[src/core/etio_map.svh]
// Purpose: Address map, field widths, reset values and filter lengths for etio_top
// Assumes: 32-bit register bus with byte addresses, one aligned word per register
// Notes:   Line n occupies a 16-byte slot at n * ETIO_LINE_STRIDE
`ifndef ETIO_MAP_SVH
`define ETIO_MAP_SVH

// Address decode
`define ETIO_AW            8
`define ETIO_LINE_STRIDE   8'h10
`define ETIO_OFS_IN_CFG    2'h0
`define ETIO_OFS_OUT_CFG   2'h1
`define ETIO_OFS_THRESH    2'h2
`define ETIO_ADDR_STATUS   8'h50

// Field widths of the per-line registers
`define ETIO_IN_CFG_W      13
`define ETIO_OUT_CFG_W     7
`define ETIO_MEAS_W        16

// Reset values: line disabled, rising edge, high sensitivity, no channels, output on
`define ETIO_IN_CFG_RST    13'h0020
`define ETIO_OUT_CFG_RST   7'h00
`define ETIO_THRESH_RST    16'h0000

// Glitch filter length in cycles for each sensitivity
`define ETIO_FILT_LOW      5'h10
`define ETIO_FILT_MID      5'h04
`define ETIO_FILT_HIGH     5'h01
`define ETIO_FILT_W        5

// Pairing responses always act on the first two channels
`define ETIO_PAIR_CHANS    3'h3

`endif

[src/core/etio_pkg.sv]
// Purpose: Types shared by the external trigger I/O block
// Assumes: etio_map.svh supplies the field widths
// Notes:   Struct layouts match the register bit layouts, msb first
`include "etio_map.svh"

package etio_pkg;

  typedef enum logic [2:0] {
    det_rise  = 3'h0,
    det_fall  = 3'h1,
    det_high  = 3'h2,
    det_low   = 3'h3,
    det_state = 3'h4
  } etio_det_t;

  typedef enum logic [1:0] {
    sens_low  = 2'h0,
    sens_mid  = 2'h1,
    sens_high = 2'h2
  } etio_sens_t;

  typedef enum logic [3:0] {
    resp_on               = 4'h0,
    resp_off              = 4'h1,
    resp_toggle           = 4'h2,
    resp_power            = 4'h3,
    load_const_voltage    = 4'h4,
    load_const_current    = 4'h5,
    load_const_resistance = 4'h6,
    pairing_individual    = 4'h7,
    pairing_series        = 4'h8,
    pairing_parallel      = 4'h9
  } etio_resp_t;

  typedef enum logic [3:0] {
    cond_output_disabled = 4'h0,
    cond_output_enabled  = 4'h1,
    cond_gt_v            = 4'h2,
    cond_lt_v            = 4'h3,
    cond_eq_v            = 4'h4,
    cond_gt_c            = 4'h5,
    cond_lt_c            = 4'h6,
    cond_eq_c            = 4'h7,
    cond_gt_p            = 4'h8,
    cond_lt_p            = 4'h9,
    cond_eq_p            = 4'hA,
    cond_auto            = 4'hB
  } etio_cond_t;

  // Input side configuration, bits [12:0]
  typedef struct packed {
    etio_resp_t resp;
    logic [2:0] chans;
    etio_sens_t sens;
    etio_det_t  dtype;
    logic       en;
  } etio_in_cfg_t;

  // Output side configuration, bits [6:0]
  typedef struct packed {
    logic [1:0] chan;
    etio_cond_t cond;
    logic       en;
  } etio_out_cfg_t;

  // Live readings of one output channel
  typedef struct packed {
    logic [`ETIO_MEAS_W-1:0] volt;
    logic [`ETIO_MEAS_W-1:0] curr;
    logic [`ETIO_MEAS_W-1:0] pow;
  } etio_meas_t;

  // Response command toward the channel controller
  typedef struct packed {
    etio_resp_t action;
    logic [2:0] chans;
  } etio_cmd_t;

endpackage

[src/core/etio_top.sv]
// Purpose: Trigger logic for five external data lines of a three-channel supply
// Assumes: All inputs synchronous to clk except io_line_in, which is synchronised here
// Notes:   Lowest-numbered firing line wins; the others are dropped for that cycle
// Operation
// - each line picks rise, fall, high, low or state as its trigger event
// - each line holds a channel set; responses act on those channels
// - resistance-load response switches the channel set to constant-resistance load
// - individual pairing response puts channels one and two into independent operation
// - series pairing response puts channels one and two in series
// - parallel pairing response puts channels one and two in parallel
// - each line has low, middle or high input sensitivity
// - every stored line setting reads back exactly as written
// - output side can trigger on channel output disabled or enabled
// - output-state conditions ignore the threshold; the automatic one compares voltage, current and power against it
// - voltage conditions compare channel voltage against threshold by >, <, =
// - each line's input trigger is enabled separately; disabled lines never respond
// - on, off, toggle, power and voltage/current load responses act on channel set
// - current and power conditions compare against threshold by >, <, =
//
// The register offsets and the strobed register port are this design's own decisions.
`timescale 1ns/1ps
`include "etio_map.svh"

module etio_top #(
  parameter int NL = 5,
  parameter int NC = 3
) (
  input  wire logic                           clk,
  input  wire logic                           resetn,
  input  wire logic [`ETIO_AW-1:0]            addr,
  input  wire logic [31:0]                    wdata,
  input  wire logic                           wr,
  input  wire logic                           rd,
  output logic [31:0]                         rdata_q,
  input  wire logic [NL-1:0]                  io_line_in,
  output logic [NL-1:0]                       io_line_out_q,
  output logic [NL-1:0]                       io_line_oe_q,
  input  wire logic [NC-1:0]                  ch_out_en,
  input  wire etio_pkg::etio_meas_t           ch_meas [NC],
  output logic                                cmd_valid_q,
  output etio_pkg::etio_cmd_t                 cmd_q
);
  import etio_pkg::*;

  etio_in_cfg_t            in_cfg_q  [NL];
  etio_out_cfg_t           out_cfg_q [NL];
  logic [`ETIO_MEAS_W-1:0] thresh_q  [NL];
  logic [NL-1:0]           sync1_q;
  logic [NL-1:0]           sync2_q;
  logic [NL-1:0]           filt_q;
  logic [NL-1:0]           prev_q;
  logic [NL-1:0]           hit;
  logic [NL-1:0]           cond_met;
  logic [`ETIO_FILT_W-1:0] filt_cnt_q [NL];
  logic [3:0]              line_sel;
  logic [1:0]              reg_sel;
  logic                    line_hit_ok;
  etio_resp_t              sel_resp;
  logic [2:0]              sel_chans;
  logic                    any_hit;

  // Line index and register slot of the current bus address
  assign line_sel    = addr[7:4];
  assign reg_sel     = addr[3:2];
  assign line_hit_ok = (addr[1:0] == 2'h0) && (32'(line_sel) < NL);

  // Configuration writes; unmapped addresses are silently dropped
  always_ff @(posedge clk) begin
    for (int i = 0; i < NL; i++) begin
      if (!resetn) begin
        in_cfg_q[i]  <= etio_in_cfg_t'(`ETIO_IN_CFG_RST);
        out_cfg_q[i] <= etio_out_cfg_t'(`ETIO_OUT_CFG_RST);
        thresh_q[i]  <= `ETIO_THRESH_RST;
      end else if (wr && line_hit_ok && (32'(line_sel) == i)) begin
        if (reg_sel == `ETIO_OFS_IN_CFG) begin
          in_cfg_q[i] <= etio_in_cfg_t'(wdata[`ETIO_IN_CFG_W-1:0]);
        end else if (reg_sel == `ETIO_OFS_OUT_CFG) begin
          out_cfg_q[i] <= etio_out_cfg_t'(wdata[`ETIO_OUT_CFG_W-1:0]);
        end else if (reg_sel == `ETIO_OFS_THRESH) begin
          thresh_q[i] <= wdata[`ETIO_MEAS_W-1:0];
        end
      end
    end
  end

  // Read data stand one cycle after the strobe, zero when unmapped
  always_ff @(posedge clk) begin
    if (!resetn) begin
      rdata_q <= 32'h0;
    end else if (rd) begin
      rdata_q <= 32'h0;
      if (addr == `ETIO_ADDR_STATUS) begin
        rdata_q <= {22'h0, io_line_out_q, filt_q};
      end else if (line_hit_ok && reg_sel == `ETIO_OFS_IN_CFG) begin
        rdata_q <= {19'h0, in_cfg_q[line_sel[2:0]]};
      end else if (line_hit_ok && reg_sel == `ETIO_OFS_OUT_CFG) begin
        rdata_q <= {25'h0, out_cfg_q[line_sel[2:0]]};
      end else if (line_hit_ok && reg_sel == `ETIO_OFS_THRESH) begin
        rdata_q <= {16'h0, thresh_q[line_sel[2:0]]};
      end
    end
  end

  // Two-flop synchroniser; the first stage feeds only the second
  always_ff @(posedge clk) begin
    if (!resetn) begin
      sync1_q <= '0;
      sync2_q <= '0;
    end else begin
      sync1_q <= io_line_in;
      sync2_q <= sync1_q;
    end
  end

  // Glitch filter: lower sensitivity needs a longer stable run, which rejects noise
  always_ff @(posedge clk) begin
    for (int i = 0; i < NL; i++) begin
      if (!resetn) begin
        filt_q[i]     <= 1'b0;
        filt_cnt_q[i] <= '0;
      end else if (sync2_q[i] == filt_q[i]) begin
        filt_cnt_q[i] <= '0;
      end else if ((filt_cnt_q[i] + 5'h1) >= filt_len(in_cfg_q[i].sens)) begin
        filt_q[i]     <= sync2_q[i];
        filt_cnt_q[i] <= '0;
      end else begin
        filt_cnt_q[i] <= filt_cnt_q[i] + 5'h1;
      end
    end
  end

  function automatic logic [`ETIO_FILT_W-1:0] filt_len(etio_sens_t s);
    case (s)
      sens_low: filt_len = `ETIO_FILT_LOW;
      sens_mid: filt_len = `ETIO_FILT_MID;
      default:  filt_len = `ETIO_FILT_HIGH;
    endcase
  endfunction

  // Previous filtered level for edge detection
  always_ff @(posedge clk) begin
    if (!resetn) begin
      prev_q <= '0;
    end else begin
      prev_q <= filt_q;
    end
  end

  // Trigger event per line; edges last one cycle, levels persist
  always_comb begin
    for (int i = 0; i < NL; i++) begin
      case (in_cfg_q[i].dtype)
        det_rise:  hit[i] = filt_q[i] & ~prev_q[i];
        det_fall:  hit[i] = ~filt_q[i] & prev_q[i];
        det_high:  hit[i] = filt_q[i];
        det_low:   hit[i] = ~filt_q[i];
        det_state: hit[i] = filt_q[i] ^ prev_q[i];
        default:   hit[i] = 1'b0;
      endcase
      hit[i] = hit[i] & in_cfg_q[i].en;
    end
  end

  // Lowest-numbered firing line wins when several fire together
  always_comb begin
    sel_resp  = resp_on;
    sel_chans = 3'h0;
    any_hit   = 1'b0;
    for (int i = NL - 1; i >= 0; i--) begin
      if (hit[i]) begin
        sel_resp  = in_cfg_q[i].resp;
        sel_chans = in_cfg_q[i].chans;
        any_hit   = 1'b1;
      end
    end
  end

  // Response command; pairing needs both first channels in the set, else nothing
  always_ff @(posedge clk) begin
    if (!resetn) begin
      cmd_valid_q <= 1'b0;
      cmd_q       <= '0;
    end else begin
      cmd_valid_q  <= 1'b0;
      cmd_q.action <= sel_resp;
      cmd_q.chans  <= sel_chans;
      if (sel_resp == pairing_individual || sel_resp == pairing_series ||
          sel_resp == pairing_parallel) begin
        cmd_q.chans <= `ETIO_PAIR_CHANS;
        cmd_valid_q <= any_hit && ((sel_chans & `ETIO_PAIR_CHANS) == `ETIO_PAIR_CHANS);
      end else begin
        cmd_valid_q <= any_hit && (sel_chans != 3'h0);
      end
    end
  end

  // Output-side condition per line against its selected channel
  always_comb begin
    for (int i = 0; i < NL; i++) begin
      logic [1:0]              c;
      logic [`ETIO_MEAS_W-1:0] t;
      etio_meas_t              m;
      c = (32'(out_cfg_q[i].chan) < NC) ? out_cfg_q[i].chan : 2'h0;
      t = thresh_q[i];
      m = ch_meas[c];
      case (out_cfg_q[i].cond)
        cond_output_disabled: cond_met[i] = ~ch_out_en[c];
        cond_output_enabled:  cond_met[i] = ch_out_en[c];
        cond_gt_v:            cond_met[i] = m.volt > t;
        cond_lt_v:            cond_met[i] = m.volt < t;
        cond_eq_v:            cond_met[i] = m.volt == t;
        cond_gt_c:            cond_met[i] = m.curr > t;
        cond_lt_c:            cond_met[i] = m.curr < t;
        cond_eq_c:            cond_met[i] = m.curr == t;
        cond_gt_p:            cond_met[i] = m.pow > t;
        cond_lt_p:            cond_met[i] = m.pow < t;
        cond_eq_p:            cond_met[i] = m.pow == t;
        cond_auto:            cond_met[i] = (m.volt > t) | (m.curr > t) | (m.pow > t);
        default:              cond_met[i] = 1'b0;
      endcase
    end
  end

  // Drive lines only while the output side is enabled
  always_ff @(posedge clk) begin
    if (!resetn) begin
      io_line_out_q <= '0;
      io_line_oe_q  <= '0;
    end else begin
      for (int i = 0; i < NL; i++) begin
        io_line_oe_q[i]  <= out_cfg_q[i].en;
        io_line_out_q[i] <= out_cfg_q[i].en & cond_met[i];
      end
    end
  end

  property p_disabled_quiet;
    @(posedge clk) disable iff (!resetn)
      cmd_valid_q |-> $past(|hit) && $past(any_hit);
  endproperty
  a_disabled_quiet: assert property (p_disabled_quiet) else $error("cmd without enabled hit");

  property p_rise_once;
    @(posedge clk) disable iff (!resetn)
      (in_cfg_q[0].dtype == det_rise && hit[0]) ##1 (in_cfg_q[0].dtype == det_rise) |-> !hit[0];
  endproperty
  a_rise_once: assert property (p_rise_once) else $error("rise fired twice");

  property p_pair_chans;
    @(posedge clk) disable iff (!resetn)
      cmd_valid_q && (cmd_q.action == pairing_series || cmd_q.action == pairing_parallel ||
      cmd_q.action == pairing_individual) |-> cmd_q.chans == `ETIO_PAIR_CHANS;
  endproperty
  a_pair_chans: assert property (p_pair_chans) else $error("pairing not on ch1/ch2");

  property p_resp_match;
    @(posedge clk) disable iff (!resetn)
      cmd_valid_q |-> cmd_q.action == $past(sel_resp);
  endproperty
  a_resp_match: assert property (p_resp_match) else $error("wrong response action");

  property p_readback;
    @(posedge clk) disable iff (!resetn)
      rd && addr == 8'h00 |=> rdata_q[`ETIO_IN_CFG_W-1:0] == $past(in_cfg_q[0]);
  endproperty
  a_readback: assert property (p_readback) else $error("config readback mismatch");

  property p_gt_volt;
    @(posedge clk) disable iff (!resetn)
      out_cfg_q[0].en && out_cfg_q[0].cond == cond_gt_v && out_cfg_q[0].chan == 2'h0 &&
      ch_meas[0].volt > thresh_q[0] |=> io_line_out_q[0];
  endproperty
  a_gt_volt: assert property (p_gt_volt) else $error("voltage trigger missed");

  property p_cond_output_disabled;
    @(posedge clk) disable iff (!resetn)
      out_cfg_q[0].en && out_cfg_q[0].cond == cond_output_disabled && out_cfg_q[0].chan == 2'h0
      |=> io_line_out_q[0] == !$past(ch_out_en[0]);
  endproperty
  a_cond_output_disabled: assert property (p_cond_output_disabled) else $error("output-off trigger wrong");

  property p_auto;
    @(posedge clk) disable iff (!resetn)
      out_cfg_q[0].en && out_cfg_q[0].cond == cond_auto && out_cfg_q[0].chan == 2'h0 &&
      ch_meas[0].volt > thresh_q[0] |=> io_line_out_q[0];
  endproperty
  a_auto: assert property (p_auto) else $error("auto trigger missed");

  // Further output-side checks on line 0, the line the bench drives through every condition
  property p_lt_curr;
    @(posedge clk) disable iff (!resetn)
      out_cfg_q[0].en && out_cfg_q[0].cond == cond_lt_c && out_cfg_q[0].chan == 2'h0 &&
      ch_meas[0].curr < thresh_q[0] |=> io_line_out_q[0];
  endproperty
  a_lt_curr: assert property (p_lt_curr) else $error("current trigger missed");

  property p_eq_pow;
    @(posedge clk) disable iff (!resetn)
      out_cfg_q[0].en && out_cfg_q[0].cond == cond_eq_p && out_cfg_q[0].chan == 2'h0 &&
      ch_meas[0].pow == thresh_q[0] |=> io_line_out_q[0];
  endproperty
  a_eq_pow: assert property (p_eq_pow) else $error("power trigger missed");

  property p_cond_output_enabled;
    @(posedge clk) disable iff (!resetn)
      out_cfg_q[0].en && out_cfg_q[0].cond == cond_output_enabled && out_cfg_q[0].chan == 2'h0
      |=> io_line_out_q[0] == $past(ch_out_en[0]);
  endproperty
  a_cond_output_enabled: assert property (p_cond_output_enabled) else $error("output-on trigger wrong");

  // A line whose output side is off must neither drive nor show a trigger
  property p_out_gated;
    @(posedge clk) disable iff (!resetn)
      !out_cfg_q[0].en |=> !io_line_oe_q[0] && !io_line_out_q[0];
  endproperty
  a_out_gated: assert property (p_out_gated) else $error("disabled line driven");

  // Input-side checks; high sensitivity takes a new level on its first differing cycle
  property p_filter_high;
    @(posedge clk) disable iff (!resetn)
      in_cfg_q[0].sens == sens_high && sync2_q[0] != filt_q[0] |=> filt_q[0] == $past(sync2_q[0]);
  endproperty
  a_filter_high: assert property (p_filter_high) else $error("fast filter too slow");

  property p_pair_refuse;
    @(posedge clk) disable iff (!resetn)
      any_hit && (sel_resp == pairing_individual || sel_resp == pairing_series ||
      sel_resp == pairing_parallel) && sel_chans[1:0] != 2'h3 |=> !cmd_valid_q;
  endproperty
  a_pair_refuse: assert property (p_pair_refuse) else $error("pairing without ch1/ch2");

  // Line 0 has top priority, so its hit must reach the command port when its set holds channels one and two
  property p_line0_wins;
    @(posedge clk) disable iff (!resetn)
      hit[0] && in_cfg_q[0].chans[1:0] == 2'h3
      |=> cmd_valid_q && cmd_q.action == $past(in_cfg_q[0].resp);
  endproperty
  a_line0_wins: assert property (p_line0_wins) else $error("line 0 hit lost");

  property p_state_both;
    @(posedge clk) disable iff (!resetn)
      in_cfg_q[4].en && in_cfg_q[4].dtype == det_state && filt_q[4] != prev_q[4] |-> hit[4];
  endproperty
  a_state_both: assert property (p_state_both) else $error("state change missed");

  property p_disabled_none;
    @(posedge clk) disable iff (!resetn)
      !in_cfg_q[0].en |-> !hit[0];
  endproperty
  a_disabled_none: assert property (p_disabled_none) else $error("disabled line hit");

endmodule

[config.mk]
export PLATFORM = sky130hd
export DESIGN_NAME = etio_top
export DESIGN_NICKNAME = d
export VERILOG_FILES = /design/src/core/etio_pkg.sv /design/src/core/etio_top.sv
export VERILOG_INCLUDE_DIRS = /design/src /design/src/core
export SDC_FILE = /design/constraint.sdc
export NUM_CORES = 1
export LEC_CHECK = 0
export BUFFER_PORTS_ARGS = -buffer_cell sky130_fd_sc_hd__buf_2
export CORE_MARGIN = 10
export CORE_UTILIZATION = 35
export DETAILED_ROUTE_END_ITERATION = 6
export SYNTH_ARGS = -nofsm -noshare
export SYNTH_HDL_FRONTEND = slang
export SYNTH_SLANG_ARGS = --single-unit
[constraint.sdc]
create_clock -name clk -period 5 [get_ports clk]
set_clock_uncertainty 0.2 [all_clocks]
set_input_delay 0 -clock clk [delete_from_list [all_inputs] [get_ports clk]]
set_output_delay 0 -clock clk [all_outputs]
set_load 0.005 [all_outputs]
==> results.cfg <==
[setup_path]
cp-end-kind = register
critPathMaxFanout = 35
worstPathArrival_ps = 4320
critPathLaunchType = register
cp.required_ps = 5220
path_class = reg2reg

[logic_synthesis]
avgSynthCellArea_um2 = 8.94
netlist_area_um2 = 26400
synth.most_common_cell = a21oi_1
syn_inst = 2955
synth_warnings = 0
ys.flop_type = edfxtp_1
yosys.area.top_type = edfxtp_1
synth.distinct_cells = 73
async_flop_share_pct = 0
synth_seq_cells = 259
synth_edf_count = 205
synth_commonest_cells = a21oi_1, mux2i_1, ha_1
synth_area_leaders = edfxtp_1, ha_1, mux2i_1, a211oi_1, nor2b_1
yosysTopAreaCellShare_pct = 23.3
ys_seq_area_share_pct = 27.4

[clock_tree]
cts_num_sinks = 259
ctsResizeCount = 0
cts_tree = done
numCtsBuffers = 28
clk_latency_ps = 550
htree_num_levels = 1
cts_max_path_buffers = 3
postCtsSetupRepairBufs = 0
cts_root_buf = clkbuf_16
clk_transition_reported_paths_ps = 60

[power]
p_sw_mw = 2.22
pwr-share-seq_pct = 38.3
power_switching_share_pct = 33.6
p_per_area_nw_per_um2 = 223
power_frac_comb_pct = 31.8
clock_power_share_pct = 29.9
p_int_mw = 4.39
peakVddDrop_v = 0.000281
total_power_mw = 6.61
p_leak_nw = 12.2

[global_routing]
grt_overflow = 0
grt_pass1_vias = 21400
grt_max_degree = 100
grt_use_total_pct = 22.8
grt_antenna_before_repair = 19
grt_pass1_wl_um = 148000

[sta]
clock.fmax_mhz = 244
fin_setup_tns_ps = 0
worst_slack_ps = 900
fin_crit_sh_pct = 82.0
relSlewSlack_pct = 19.9
whs_ps = 34.0
maxSlewViolCount = 0
period_needed_ps = 4100
hold_viol_final = 0
rsz0062_at_grt = false
setup-violations-final = 0
worst_slew_pin_slew_ps = 1200

[outcome]
status = completed

[finish]
final.fill_count = 7468
areaGrowthSynthToFinish_pct = 12.5
nets = 3538
fin_cells = 4074
drive_gt1_share_pct = 12.7
finish.utilization_pct = 39.8
final_cell_area_um2 = 29700

[placement]
hpwl_um = 78500
dp.cells = 3973
gp_congestion = 1.03
preCtsSetupSlack_ps = 973
post_dp_cell_area_um2 = 28400
numPortBuffers = 213

[die]
initial_core_util_pct = 35.4
design.die.area_um2 = 86800
die_w_um = 295
die_h_um = 295
rows = 100
coreArea_um2 = 74600
io_pins = 246

[min_path]
min_path_type = in2reg

[detailed_routing]
drt-initial-drc-count = 2368
drtPass1Iterations = 5
routed_wl_um = 103000
drc_errors = 0
routedWlPerCell_um = 25.3
vias_per_cell = 5.76
route.vias.total = 23500
ant_nets = 0

[flow_run]
drv_cap = 0
per-layer routing:
layer / up-vias / part of all wire (%) / track usage, %
li1: 11200 / - / -
met1: 11200 / 43 / 31.0
met2: 942 / 44 / 35.4
met3: 160 / 7.8 / 3.22
met4: 12 / 4.8 / 9.96
met5: - / 0.076 / 0
path summary, 6_finish.rpt:
path / slack (ps) / to / depth (start not counted) / start
worst min-delay path: 30 / in_cfg_q[4][5] / 4 / wr
worst max register to register: 900 / io_line_out_q[1] / 14 / out_cfg_q[1][5]
worst min register to register: 230 / sync2_q[2] / 1 / sync1_q[2]
worst max-delay path: 900 / io_line_out_q[1] / 14 / out_cfg_q[1][5]
cells in the final DEF, fill, tap and decap left out, types with 77 or more instances in the layout:
master    Yosys  final
inv_1       115    115
nand2_1      77     77
nor2_1      122    122
edfxtp_1    205    205
a211oi_1    252    252
ha_1        270    270
and2_1      196    196
buf_2        11    213
mux2i_1     296    296
a21oi_1     304    304
nor2b_1     265    265
power by group through the flow:
stage          Combinational [mW]  Sequential [mW]  Clock [mW]
6_report                     2.10             2.53        1.98
5_1_grt                      2.30             2.54        2.10
4_1_cts                      2.07             2.53        2.01
3_5_place_dp                 2.03             2.57           0
3_3_place_gp                 2.02             2.57           0
2_1_floorplan                1.36             2.52           0
flip-flops by register name, summed over array words and instances, names as in the netlist:
| signal | cells |
|---|---|
| sync1_q | 5 |
| cmd_q | 7 |
| rdata_q | 16 |
| io_line_oe_q | 5 |
| io_line_out_q | 5 |
| thresh_q | 80 |
| prev_q | 5 |
| cmd_valid_q | 1 |
| filt_cnt_q | 25 |
| filt_q | 5 |
| out_cfg_q | 35 |
| sync2_q | 5 |
| in_cfg_q | 65 |
logic make-up after synthesis:
family          synth area share [%]
other cells                   0.0284
mux                             15.4
xor+xnor                       0.995
compound gates                  19.2
buf+inv                         5.68
fa+ha+maj                       12.8
simple gates                    18.5
flops                           27.4
repair_timing:
item	CTS	global route
hold buffers	38	0
endpoints found under the hold margin	226	0
endpoints found under the setup margin	0	0
area by class of cell:
class                   count  area [um2]  share of cell area (%)
multi-input cells        2355       17800                    60.0
flip-flops and latches    259        7240                    24.4
repair buffers            313        2110                    7.11
well taps                 969        1210                    4.08
clock buffers              43         788                    2.65
inverters                 115         432                    1.45
clock inverters             9        71.3                   0.240
diodes                     11        27.5                  0.0927
worst max-delay path: stages, from the launching register on:
cell       delay, ps
edfxtp_1         940
buf_12           290
buf_4            200
nor2b_1           60
a211oi_1         200
a21oi_1          110
ha_1             320
nor2b_1          130
o21ai_0          150
a21oi_1           90
o21ai_0          440
a21oi_1          170
a2111oi_0        410
o21a_1           160
o32ai_1           70
Power figures use the tool's default switching activity.
